File: config.mk
export PLATFORM = sky130hd
export DESIGN_NAME = asp_serial_port
export DESIGN_NICKNAME = d
export VERILOG_FILES = /design/src/rtl/asp_pkg.sv /design/src/rtl/asp_fifo.sv /design/src/rtl/asp_serial_port.sv
export VERILOG_INCLUDE_DIRS = /design/src /design/src/rtl
export SDC_FILE = /design/constraint.sdc
export NUM_CORES = 1
export LEC_CHECK = 0
export BUFFER_PORTS_ARGS = -buffer_cell sky130_fd_sc_hd__buf_2
export CAP_MARGIN = 20
export CORE_ASPECT_RATIO = 2
export CORE_MARGIN = 2
export CORE_UTILIZATION = 30
export CTS_BUF_LIST = sky130_fd_sc_hd__clkbuf_2 sky130_fd_sc_hd__clkbuf_4 sky130_fd_sc_hd__clkbuf_8
export DETAILED_ROUTE_END_ITERATION = 7
export PLACE_DENSITY = 0.46
export SLEW_MARGIN = 5
export SYNTH_ARGS = -nofsm -noshare
export SYNTH_HDL_FRONTEND = slang
export SYNTH_SLANG_ARGS = --single-unit
File: constraint.sdc
create_clock -name i_clk -period 4.4 [get_ports i_clk]
set_input_delay 0.44 -clock i_clk [delete_from_list [all_inputs] [get_ports i_clk]]
set_output_delay 0.44 -clock i_clk [all_outputs]
set_load 0.01 [all_outputs]
File: src/rtl/asp_map.svh
// register offsets, field positions, reset values and counts of the port
`ifndef ASP_MAP_SVH
`define ASP_MAP_SVH
`define ASP_ADDR_STATUS 6'h00
`define ASP_ADDR_IFMODE 6'h02
`define ASP_ADDR_DATA 6'h04
`define ASP_CMD_RD_BIT 6
`define ASP_IFM_CONT_BIT 7
`define ASP_IFM_STAT_BIT 6
`define ASP_IFM_CHK_LSB 2
`define ASP_IFMODE_RST 16'h0000
`define ASP_DATA_RST 24'h000000
`define ASP_STS_RDY_BIT 7
`define ASP_STS_CRC_BIT 6
`define ASP_CHK_OFF 2'h0
`define ASP_CHK_XOR 2'h1
`define ASP_CRC_POLY 8'h07
`define ASP_CONT_CMD 8'h44
`define ASP_RESET_LAST 7'h3f
`define ASP_LEN_BYTE 6'h08
`define ASP_LEN_HALF 6'h10
`define ASP_LEN_WORD 6'h18
`define ASP_LEN_STAT 6'h20
`define ASP_UPD_LEAD 2'h2
`endif

File: src/rtl/asp_pkg.sv
// types shared by the serial port, the host model and the testbench
package asp_pkg;
   typedef enum logic [1:0] {st_cmd, st_wr, st_rd, st_cont} asp_state_t;
   typedef struct packed {
      logic cs_n;
      logic sclk;
      logic din;
   } asp_pins_t;
   typedef struct packed {
      logic [3:0] chan;
      logic [23:0] data;
   } asp_conv_t;
endpackage : asp_pkg

File: src/rtl/asp_fifo.sv
// conversion word buffer with registered read data
`timescale 1ns/1ps
module asp_fifo #(
   parameter int WIDTH = 28,
   parameter int DEPTH = 32
) (
   input wire logic i_clk,
   input wire logic i_resetn,
   input wire logic i_valid,
   input wire logic [WIDTH-1:0] i_data,
   output logic o_ready,
   output logic o_valid,
   output logic [WIDTH-1:0] o_data,
   input wire logic i_ready
);
   // depth must be a power of two: the pointers wrap on their own
   localparam int AW = $clog2(DEPTH);
   logic [WIDTH-1:0] mem [DEPTH];
   logic [AW-1:0] wp_q;
   logic [AW-1:0] rp_q;
   logic [AW:0] cnt_q;
   logic [AW:0] cnt_d;
   logic rdy_q;
   logic ov_q;
   logic [WIDTH-1:0] od_q;
   logic wr;
   logic ld;

   assign wr = i_valid & rdy_q;
   assign ld = (~ov_q | i_ready) & (cnt_q != '0);
   assign cnt_d = cnt_q + (AW+1)'(wr) - (AW+1)'(ld);

   always_ff @(posedge i_clk) begin
      if (wr) begin
         mem[wp_q] <= i_data;
      end
   end

   always_ff @(posedge i_clk or negedge i_resetn) begin
      if (!i_resetn) begin
         wp_q <= '0;
         rp_q <= '0;
         cnt_q <= '0;
         rdy_q <= 1'b1;
      end else begin
         wp_q <= wp_q + AW'(wr);
         rp_q <= rp_q + AW'(ld);
         cnt_q <= cnt_d;
         // ready held in a register so the port output leaves a flip-flop
         rdy_q <= (cnt_d != (AW+1)'(DEPTH));
      end
   end

   // output stage keeps read data in a register
   always_ff @(posedge i_clk or negedge i_resetn) begin
      if (!i_resetn) begin
         ov_q <= 1'b0;
         od_q <= '0;
      end else if (ld) begin
         ov_q <= 1'b1;
         od_q <= mem[rp_q];
      end else if (i_ready) begin
         ov_q <= 1'b0;
      end
   end

   assign o_ready = rdy_q;
   assign o_valid = ov_q;
   assign o_data = od_q;
endmodule : asp_fifo

File: src/rtl/asp_serial_port.sv
// converter-side serial port with ready signalling and checksums
//
// Overview of operation
// - four lines: select, data in, host clock, shared data-out/ready
// - new word present and select low: output line driven low
// - completed data register read returns the ready line high
// - ready goes high before the data register is updated
// - repeated reads allowed; continuous mode reads each result once
// - select tied low gives 3-wire use; status bit shows ready
// - 64 clocks with data in high reset port and all registers
// - bad write checksum sets fault flag; host verifies by readback
// - write checksums always use polynomial x^8 + x^2 + x + 1
// - checksum select field: off, polynomial, or xor for reads
// - 8-bit checksum appended; writes cover command then data
// - read checksum covers command, data and appended status byte
// - continuous read checksum includes implied command 0x44
// - polynomial remainder of data with eight zeros, no seed
// - xor option folds all covered bytes together
// - continuous read left by command 0x44 or interface reset
// - append-status sends status byte after the conversion word
// - fault flag stays set until status register is read or interface reset
`timescale 1ns/1ps
`include "asp_map.svh"
module asp_serial_port import asp_pkg::*; #(
   parameter int FIFO_DEPTH = 32
) (
   input wire logic i_clk,
   input wire logic i_resetn,
   input wire asp_pins_t i_pins,
   input wire logic i_conv_valid,
   input wire asp_conv_t i_conv,
   output logic o_conv_ready,
   output logic o_dout_rdy,
   output logic o_dout_oe_n,
   output logic [15:0] o_ifmode,
   output logic o_crc_fault,
   output logic o_sw_reset
);
   // ************************************************************
   // checksum and length helpers
   // ************************************************************
   function automatic logic [7:0] crc_step(input logic [7:0] c,
                                           input logic b);
      logic fb;
      fb = c[7] ^ b;
      return {c[6:0], 1'b0} ^ (fb ? `ASP_CRC_POLY : 8'h00);
   endfunction : crc_step

   function automatic logic [7:0] crc_byte(input logic [7:0] v);
      logic [7:0] c;
      c = 8'h00;
      for (int i = 7; i >= 0; i--) begin
         c = crc_step(c, v[i]);
      end
      return c;
   endfunction : crc_byte

   function automatic logic [7:0] xor_step(input logic [7:0] x,
                                           input logic [2:0] idx,
                                           input logic b);
      return x ^ ({7'h00, b} << (3'h7 - idx));
   endfunction : xor_step

   function automatic logic [5:0] len_of(input logic [5:0] a,
                                         input logic stat);
      case (a)
         `ASP_ADDR_DATA: len_of = stat ? `ASP_LEN_STAT : `ASP_LEN_WORD;
         `ASP_ADDR_IFMODE: len_of = `ASP_LEN_HALF;
         default: len_of = `ASP_LEN_BYTE;
      endcase
   endfunction : len_of

   localparam logic [7:0] CONT_CRC = crc_byte(`ASP_CONT_CMD);

   // ************************************************************
   // pin synchronisers and clock edges
   // ************************************************************
   asp_pins_t pins_m_q;
   asp_pins_t pins_s_q;
   logic sclk_p_q;
   logic rise;
   logic fall;
   logic cs_low;
   logic din;

   always_ff @(posedge i_clk or negedge i_resetn) begin
      if (!i_resetn) begin
         pins_m_q <= '{cs_n: 1'b1, sclk: 1'b1, din: 1'b0};
         pins_s_q <= '{cs_n: 1'b1, sclk: 1'b1, din: 1'b0};
         sclk_p_q <= 1'b1;
      end else begin
         pins_m_q <= i_pins;
         pins_s_q <= pins_m_q;
         sclk_p_q <= pins_s_q.sclk;
      end
   end

   // every transfer is timed by host clock edges found here
   assign rise = pins_s_q.sclk & ~sclk_p_q;
   assign fall = ~pins_s_q.sclk & sclk_p_q;
   assign cs_low = ~pins_s_q.cs_n;
   assign din = pins_s_q.din;

   // ************************************************************
   // shared state and decode
   // ************************************************************
   asp_state_t st_q;
   logic [5:0] cnt_q;
   logic [5:0] len_q;
   logic [5:0] tot_q;
   logic [5:0] addr_q;
   logic is_data_q;
   logic is_cont_q;
   logic [31:0] tx_q;
   logic [31:0] rx_q;
   logic [7:0] crc_q;
   logic [7:0] xor_q;
   logic [15:0] ifmode_q;
   logic fault_q;
   asp_conv_t data_q;
   logic new_q;
   logic [1:0] upd_q;
   logic [6:0] rst_cnt_q;
   logic dout_q;
   logic oe_n_q;
   logic swrst_q;
   logic f_v;
   logic f_rdy;
   logic [$bits(asp_conv_t)-1:0] f_data;
   logic chk_on;
   logic [7:0] chk;
   logic [7:0] sts;
   logic [7:0] cmd_byte;
   logic [5:0] l_new;
   logic [5:0] l_cont;
   logic [31:0] wr_full;
   logic [15:0] wr_val;
   logic wr_ok;
   logic last;
   logic done_rd;
   logic done_wr;
   logic rst_hit;
   logic rd_blk;
   logic data_load;
   logic tx_bit;
   logic stat_on;
   asp_state_t nxt_idle;

   assign chk_on = ifmode_q[`ASP_IFM_CHK_LSB +: 2] != `ASP_CHK_OFF;
   assign stat_on = ifmode_q[`ASP_IFM_STAT_BIT];
   // polynomial unless xor is chosen; xor applies to reads only
   assign chk = (ifmode_q[`ASP_IFM_CHK_LSB +: 2] == `ASP_CHK_XOR) ?
                xor_q : crc_q;
   always_comb begin
      sts = 8'h00;
      sts[`ASP_STS_RDY_BIT] = ~new_q;
      sts[`ASP_STS_CRC_BIT] = fault_q;
      sts[3:0] = data_q.chan;
   end
   assign cmd_byte = {rx_q[6:0], din};
   assign l_new = len_of(cmd_byte[5:0], stat_on);
   assign l_cont = len_of(`ASP_ADDR_DATA, stat_on);
   assign wr_full = {rx_q[30:0], din};
   assign wr_val = chk_on ? wr_full[23:8] : wr_full[15:0];
   assign wr_ok = !chk_on || (wr_full[7:0] == crc_q);
   assign last = rise && (cnt_q == tot_q - 6'h01);
   assign done_rd = last && (st_q == st_rd);
   assign done_wr = last && (st_q == st_wr);
   assign rst_hit = rise && cs_low && din &&
                    (rst_cnt_q == `ASP_RESET_LAST);
   assign rd_blk = (st_q == st_rd) && is_data_q;
   assign data_load = (upd_q == `ASP_UPD_LEAD) && !rd_blk;
   assign f_rdy = data_load && !rst_hit;
   assign tx_bit = (cnt_q == len_q) ? chk[7] : tx_q[31];
   assign nxt_idle = (ifmode_q[`ASP_IFM_CONT_BIT] && !rst_hit) ?
                     st_cont : st_cmd;

   // left-justified read image: word then optional status byte
   function automatic logic [31:0] load_of(input logic [5:0] a,
                                           input asp_conv_t d,
                                           input logic [7:0] s,
                                           input logic [15:0] m);
      case (a)
         `ASP_ADDR_DATA: load_of = {d.data, s};
         `ASP_ADDR_STATUS: load_of = {s, 24'h000000};
         `ASP_ADDR_IFMODE: load_of = {m, 16'h0000};
         default: load_of = 32'h00000000;
      endcase
   endfunction : load_of

   // ************************************************************
   // transaction sequencer
   // ************************************************************
   always_ff @(posedge i_clk or negedge i_resetn) begin
      if (!i_resetn) begin
         st_q <= st_cmd;
         cnt_q <= 6'h00;
         len_q <= 6'h00;
         tot_q <= 6'h00;
         addr_q <= 6'h00;
         is_data_q <= 1'b0;
         is_cont_q <= 1'b0;
         tx_q <= 32'h00000000;
         rx_q <= 32'h00000000;
         crc_q <= 8'h00;
         xor_q <= 8'h00;
      end else if (rst_hit || !cs_low) begin
         st_q <= rst_hit ? st_cmd : nxt_idle;
         cnt_q <= 6'h00;
         rx_q <= 32'h00000000;
         crc_q <= 8'h00;
         xor_q <= 8'h00;
         is_data_q <= 1'b0;
      end else begin
         case (st_q)
            st_cmd: begin
               if (rise) begin
                  rx_q <= wr_full;
                  crc_q <= crc_step(crc_q, din);
                  xor_q <= xor_step(xor_q, cnt_q[2:0], din);
                  cnt_q <= cnt_q + 6'h01;
                  if (cnt_q == 6'h07) begin
                     cnt_q <= 6'h00;
                     addr_q <= cmd_byte[5:0];
                     len_q <= l_new;
                     tot_q <= l_new + (chk_on ? 6'h08 : 6'h00);
                     is_cont_q <= 1'b0;
                     if (cmd_byte[`ASP_CMD_RD_BIT]) begin
                        st_q <= st_rd;
                        // repeated reads of the same word are allowed
                        is_data_q <= cmd_byte[5:0] == `ASP_ADDR_DATA;
                        tx_q <= load_of(cmd_byte[5:0], data_q, sts,
                                        ifmode_q);
                     end else begin
                        st_q <= st_wr;
                     end
                  end
               end
            end
            st_wr: begin
               if (rise) begin
                  rx_q <= wr_full;
                  if (cnt_q < len_q) begin
                     crc_q <= crc_step(crc_q, din);
                     xor_q <= xor_step(xor_q, cnt_q[2:0], din);
                  end
                  cnt_q <= cnt_q + 6'h01;
                  if (last) begin
                     st_q <= nxt_idle;
                     cnt_q <= 6'h00;
                     crc_q <= 8'h00;
                     xor_q <= 8'h00;
                  end
               end
            end
            st_rd: begin
               if (fall && (cnt_q < tot_q)) begin
                  if (cnt_q == len_q) begin
                     tx_q <= {chk[6:0], 25'h0000000};
                  end else begin
                     tx_q <= {tx_q[30:0], 1'b0};
                     crc_q <= crc_step(crc_q, tx_q[31]);
                     xor_q <= xor_step(xor_q, cnt_q[2:0], tx_q[31]);
                  end
               end
               if (rise) begin
                  rx_q <= wr_full;
                  cnt_q <= cnt_q + 6'h01;
                  if (last) begin
                     st_q <= nxt_idle;
                     cnt_q <= 6'h00;
                     crc_q <= 8'h00;
                     xor_q <= 8'h00;
                     is_data_q <= 1'b0;
                  end
               end
            end
            st_cont: begin
               // one preloaded read per fresh result
               if (new_q) begin
                  st_q <= st_rd;
                  addr_q <= `ASP_ADDR_DATA;
                  is_data_q <= 1'b1;
                  is_cont_q <= 1'b1;
                  len_q <= l_cont;
                  tot_q <= l_cont + (chk_on ? 6'h08 : 6'h00);
                  tx_q <= load_of(`ASP_ADDR_DATA, data_q, sts, ifmode_q);
                  crc_q <= CONT_CRC;
                  xor_q <= `ASP_CONT_CMD;
                  cnt_q <= 6'h00;
               end
            end
            default: begin
               st_q <= st_cmd;
            end
         endcase
      end
   end

   // ************************************************************
   // mode register
   // ************************************************************
   always_ff @(posedge i_clk or negedge i_resetn) begin
      if (!i_resetn) begin
         ifmode_q <= `ASP_IFMODE_RST;
      end else if (rst_hit) begin
         ifmode_q <= `ASP_IFMODE_RST;
      end else if (done_wr && wr_ok &&
                   (addr_q == `ASP_ADDR_IFMODE)) begin
         ifmode_q <= wr_val;
      end else if ((st_q == st_rd) && is_cont_q && rise &&
                   (cnt_q == 6'h07) && (cmd_byte == `ASP_CONT_CMD)) begin
         ifmode_q[`ASP_IFM_CONT_BIT] <= 1'b0;
      end
   end

   // ************************************************************
   // checksum fault flag
   // ************************************************************
   always_ff @(posedge i_clk or negedge i_resetn) begin
      if (!i_resetn) begin
         fault_q <= 1'b0;
      end else if (done_wr && !wr_ok) begin
         fault_q <= 1'b1;
      end else if (rst_hit) begin
         fault_q <= 1'b0;
      end else if (done_rd && (addr_q == `ASP_ADDR_STATUS)) begin
         fault_q <= 1'b0;
      end
   end

   // ************************************************************
   // data register update
   // ************************************************************
   // a word waits in the buffer while a data read is under way
   always_ff @(posedge i_clk or negedge i_resetn) begin
      if (!i_resetn) begin
         data_q <= '{chan: 4'h0, data: `ASP_DATA_RST};
         new_q <= 1'b0;
         upd_q <= 2'h0;
      end else if (rst_hit) begin
         data_q <= '{chan: 4'h0, data: `ASP_DATA_RST};
         new_q <= 1'b0;
         upd_q <= 2'h0;
      end else begin
         if (done_rd && is_data_q) begin
            new_q <= 1'b0;
         end
         if (data_load) begin
            data_q <= asp_conv_t'(f_data);
            new_q <= 1'b1;
            upd_q <= 2'h0;
         end else if (upd_q != 2'h0) begin
            upd_q <= upd_q + 2'h1;
         end else if (f_v && !rd_blk) begin
            upd_q <= 2'h1;
            new_q <= 1'b0;
         end
      end
   end

   // ************************************************************
   // shared output line and interface reset counter
   // ************************************************************
   always_ff @(posedge i_clk or negedge i_resetn) begin
      if (!i_resetn) begin
         dout_q <= 1'b1;
         oe_n_q <= 1'b1;
      end else begin
         oe_n_q <= ~cs_low;
         if ((st_q == st_rd) && fall && (cnt_q < tot_q)) begin
            dout_q <= tx_bit;
         end else if (st_q != st_rd) begin
            dout_q <= ~(new_q & cs_low);
         end
      end
   end

   always_ff @(posedge i_clk or negedge i_resetn) begin
      if (!i_resetn) begin
         rst_cnt_q <= 7'h00;
         swrst_q <= 1'b0;
      end else begin
         swrst_q <= rst_hit;
         if (!cs_low || rst_hit) begin
            rst_cnt_q <= 7'h00;
         end else if (rise) begin
            rst_cnt_q <= din ? rst_cnt_q + 7'h01 : 7'h00;
         end
      end
   end

   asp_fifo #(
      .WIDTH($bits(asp_conv_t)),
      .DEPTH(FIFO_DEPTH)
   ) u_fifo (
      .i_clk(i_clk),
      .i_resetn(i_resetn),
      .i_valid(i_conv_valid),
      .i_data(i_conv),
      .o_ready(o_conv_ready),
      .o_valid(f_v),
      .o_data(f_data),
      .i_ready(f_rdy)
   );

   assign o_dout_rdy = dout_q;
   assign o_dout_oe_n = oe_n_q;
   assign o_ifmode = ifmode_q;
   assign o_crc_fault = fault_q;
   assign o_sw_reset = swrst_q;
endmodule : asp_serial_port

==> run summary <==
The number of max-cap violations is 0. The setup slack of the worst register-to-register path is 1.17 ns. The number of antenna violations at the first check in global routing is 9. The net load switching power is 0.009840 W. The most used flip-flop cell after synthesis is sky130_fd_sc_hd__edfxtp_1. Counting stages on the worst path, the most repeated cell is sky130_fd_sc_hd__inv_1. Summing over every cut layer, the via total after detailed routing is 23120. The total length of routed wires came out at 121.2 mm.

In this run, the number of DRC markers left after iteration 0 of detailed routing was 1391. The top cell types in the final layout, fill and taps aside, are 896 x sky130_fd_sc_hd__edfxtp_1, 280 x sky130_fd_sc_hd__mux4_2, 191 x sky130_fd_sc_hd__dfrtp_1. Entering global routing, the biggest net connects 143 pins.

Measured against its own limit, the worst slew margin works out to 0.2734. The arrival time reported for the critical path endpoint came out at 3.96 ns. The critical path startpoint is rst_cnt_q[0].

The origin of the critical flop-to-flop path is rst_cnt_q[0]. The number of cells on the worst reg-to-reg path is 17. The die outline area came out at 150900 um^2.

For this run, the total global-route usage over all layers was measured as 0.1623. Of the total power, registers draw 0.439. The number of failing hold endpoints at the final stage was 0.

The final setup violation count came out at 0. The layout cell share with drive strength beyond 1 came out at 0.2758. The count of cell types in the netlist came out at 74. For this run, design rule violations remaining after detail routing come to 0. The worst setup path is captured at a flop. IR analysis of the VDD net gives a maximum drop of 0.3503 mV. Measured on the finished design, the core utilization comes to 0.3451. The via count of the first global-routing pass is 25300. The final worst-path cycle share is 0.7337.

The largest single stage delay on the critical path is 0.44 ns. The number of buffers on the longest clock path is 4. The post-synthesis area per instance came out at 18.47 um^2.

The sum of negative setup slack came out at 0 ns. Of all nets on the critical path, the largest fanout is 4. The top-level port count is 55. The cell sitting at the root of the clock tree is a sky130_fd_sc_hd__clkbuf_8. In this run the most used layer during global routing was met2.

Of the total power, the share spent switching nets is 0.3225. The initial cell density of the core came out at 0.3019. The number of buffers and inverters on the critical path is 4. For this run, the post-layout net count is 2636. Global routing finished with a remaining overflow of 0. The cell leakage power came out at 16.80 nW.

The actual slew at the worst max-slew pin came out at 1.090 ns. Traced cell by cell, the critical path runs through ha_1, and3_1, and4_1, a21oi_2, o21bai_4, inv_1, ha_1, inv_1, ha_1, inv_1, fa_1, inv_1, a21oi_1, nor2_1, nor2_1, xnor2_1, nand4bb_1. The sequential share of the synthesized area is 0.7232. The endpoint of the lowest-slack register-to-register path is u_fifo.o_ready. In the global route stage, met3 resource usage came out at 0.02233.

The level count of the clock H-tree came out at 4. The kind of path behind the tightest hold check is in -> async. In this run the worst setup path terminates at u_fifo.o_ready.

The area growth from synthesis to layout came out at 14.29%. The clock-pin slew reported for the worst setup and hold paths after clock tree synthesis is 0.07 ns. The number of max-slew violations in the final report is 0. For this run, the detailed router's first-pass iteration total came to 6. The run finished with clean final reports. After detailed routing, the average wire length per cell comes to 26.36 um.

The clock sink count is 1100. The post-layout minimum cycle time is 3.228 ns. The proportion of power drawn by the clock network came out at 0.265.

The floorplan row count came out at 199. The core region area came out at 146700 um^2. The fraction of met1 tracks used by global routing is 0.1707. The post-detailed-route count of antenna-violating nets is 0.

Summing internal, switching and leakage power gives 0.03051 W. The worst setup path category is reg -> reg. In this run the horizontal extent of the chip is 275.7 um. The clock latency on the worst-skew pair is 0.86 ns. The floorplan step set the die height to 547.3 um. The highest achievable clock rate is 309.8 MHz. Setup repair after global routing left no endpoint under its margin. The met2 track demand over resource came out at 0.3172.

The post-detailed-route via-to-cell ratio is 5.029. The internal power came out at 0.02067 W. The category of cells accounting for the largest share of critical-path delay is adder cells. The HPWL after detailed placement came out at 76.84 mm.

The count of flip-flops with a built-in enable after synthesis is 896. Power spread over the standard cell area amounts to 602.8 nW/um^2. The total setup buffers inserted after CTS came out at 0. The slowest stage of the critical path is the sky130_fd_sc_hd__fa_1 cell. The power share of the combinational group came out at 0.296. Counting flops with an async set or reset pin after synthesis yields a share of 0.1855. The type of origin of the critical path is a flop.

The first global-routing pass estimated 177.5 mm of wire. Yosys printed 0 warnings. Counting every net in the synthesized netlist gives 2465. The count of cell instances traversed by the critical path came out at 17.

The number of instances in the synthesized netlist is 2397. Leaving out fill and tap cells, the most frequent cell in the layout is sky130_fd_sc_hd__edfxtp_1. The TritonCTS clock tree is yes.

Counting flops and latches in the post-synthesis netlist gives 1100. The congestion estimate from routability-driven global placement came to 0.8324. The cell area after synthesis is 44280 um^2. The TritonCTS buffer count came out at 164. The critical path required time is 5.13 ns. Between clock sinks in the finished design, the worst skew comes to 0.07252 ns.

The count of buffers inserted at the top-level ports came out at 54.
worst reg2reg max path, stage by stage (launching register included):
cell and delay (ns):
sky130_fd_sc_hd__dfrtp_1 0.41, sky130_fd_sc_hd__ha_1 0.26, sky130_fd_sc_hd__and3_1 0.22, sky130_fd_sc_hd__and4_1 0.21, sky130_fd_sc_hd__a21oi_2 0.25, sky130_fd_sc_hd__o21bai_4 0.08
sky130_fd_sc_hd__inv_1 0.09, sky130_fd_sc_hd__ha_1 0.23, sky130_fd_sc_hd__inv_1 0.06, sky130_fd_sc_hd__ha_1 0.16, sky130_fd_sc_hd__inv_1 0.07, sky130_fd_sc_hd__fa_1 0.44
sky130_fd_sc_hd__inv_1 0.08, sky130_fd_sc_hd__a21oi_1 0.07, sky130_fd_sc_hd__nor2_1 0.11, sky130_fd_sc_hd__nor2_1 0.06, sky130_fd_sc_hd__xnor2_1 0.14, sky130_fd_sc_hd__nand4bb_1 0.20
sequential cells by signal, indices dropped and copies added, names as in the netlist, 2 cells and up:
register and count:
upd_q 2, crc_q 8, rx_q 23, tot_q 3
pins_m_q 3, cnt_q 6, xor_q 8, o_ifmode 16
tx_q 32, u_fifo.mem 896, len_q 3, u_fifo.rp_q 5
u_fifo.o_data 28, st_q 2, addr_q 6, u_fifo.cnt_q 6
pins_s_q 2, rst_cnt_q 7, data_q 28, u_fifo.wp_q 5
logic make-up (layout without fill, tap and decap cells):
family          after synthesis  after routing  share of synthesized area
other cells                   0              1                          0
xor+xnor                     34             34                   0.007065
mux                         339            339                     0.1559
flops                      1100           1100                     0.7232
fa+ha+maj                    34             34                   0.009777
buf+inv                     177            467                    0.01647
simple gates                374            374                    0.03894
compound gates              339            339                    0.04869
area by class of cell:
type	instances	area, um^2
antenna	1	2.502
clock buffer	223	2775
clock inverter	62	315.3
fill	13770	96050
inverter	36	135.1
multi-input combinational	1120	11790
sequential	1100	32040
tap	1909	2389
timing repair buffer	146	1164
per-stage QoR:
| step | hold WS (ns) | setup WS (ns) | area (um^2) | instances |
|---|---|---|---|---|
| 3_5_place_dp | 0.3347 | 1.177 | 47470 | 4306 |
| 3_3_place_gp | 0.3584 | 1.169 | 47450 | 4305 |
| 6_report | 0.09659 | 1.172 | 50610 | 4597 |
| 4_1_cts | 0.01530 | 1.144 | 50600 | 4595 |
| 2_1_floorplan | 0.1444 | 1.018 | 44280 | 2397 |
| 5_1_grt | 0.06371 | 0.8884 | 50610 | 4597 |
power by group through the flow:
stage                     sequential [W]  clock [W]  combinational, W
after floorplan                   0.0129          0           0.00638
after global placement            0.0136          0           0.00916
after detailed placement          0.0136          0           0.00928
after CTS                         0.0134    0.00842           0.00929
after global routing              0.0135    0.00879           0.00972
final                             0.0134    0.00810           0.00903
timing repair:
action	4_1_cts	5_1_grt
endpoints found under the hold margin	58	0
endpoints found under the setup margin	0	0
resized for setup	0	0
hold buffers	4	0
Yosys cell counts, types with 13 or more instances:
cell / n / area [um^2]
sky130_fd_sc_hd__a21oi_1: 78 / 390.4
sky130_fd_sc_hd__a22o_1: 32 / 280.3
sky130_fd_sc_hd__a22oi_1: 25 / 187.7
sky130_fd_sc_hd__a31oi_1: 13 / 81.33
sky130_fd_sc_hd__buf_2: 28 / 140.1
sky130_fd_sc_hd__clkbuf_1: 97 / 364.1
sky130_fd_sc_hd__dfrtp_1: 196 / 4905
sky130_fd_sc_hd__edfxtp_1: 896 / 26910
sky130_fd_sc_hd__ha_1: 33 / 412.9
sky130_fd_sc_hd__inv_1: 36 / 135.1
sky130_fd_sc_hd__mux2i_1: 55 / 550.5
sky130_fd_sc_hd__mux4_2: 280 / 6306
sky130_fd_sc_hd__nand2_1: 177 / 664.4
sky130_fd_sc_hd__nand3_1: 18 / 90.09
sky130_fd_sc_hd__nor2_1: 85 / 319.1
sky130_fd_sc_hd__o211ai_1: 13 / 97.59
sky130_fd_sc_hd__o21ai_0: 116 / 580.6
sky130_fd_sc_hd__xnor2_1: 25 / 219.0
worst min path at each step:
stage	to	slack [ns]	start	depth (start not counted)
global route	u_fifo.mem[18][17]	0.06	i_conv[17]	1
finish	u_fifo.wp_q[0]	0.1	i_resetn	2
detailed placement	din	0.33	pins_m_q[0]	0
floorplan	addr_q[0]	0.14	i_resetn	0
global placement	u_fifo.cnt_q[4]	0.36	i_resetn	1
CTS	u_fifo.mem[18][17]	0.02	i_conv[17]	1
routing by layer:
metal,wire length (um),share of wire
met5,70,0.00058
met4,4575,0.038
met3,4181,0.035
met2,69630,0.57
met1,42720,0.35
Power figures use the tool's default switching activity.
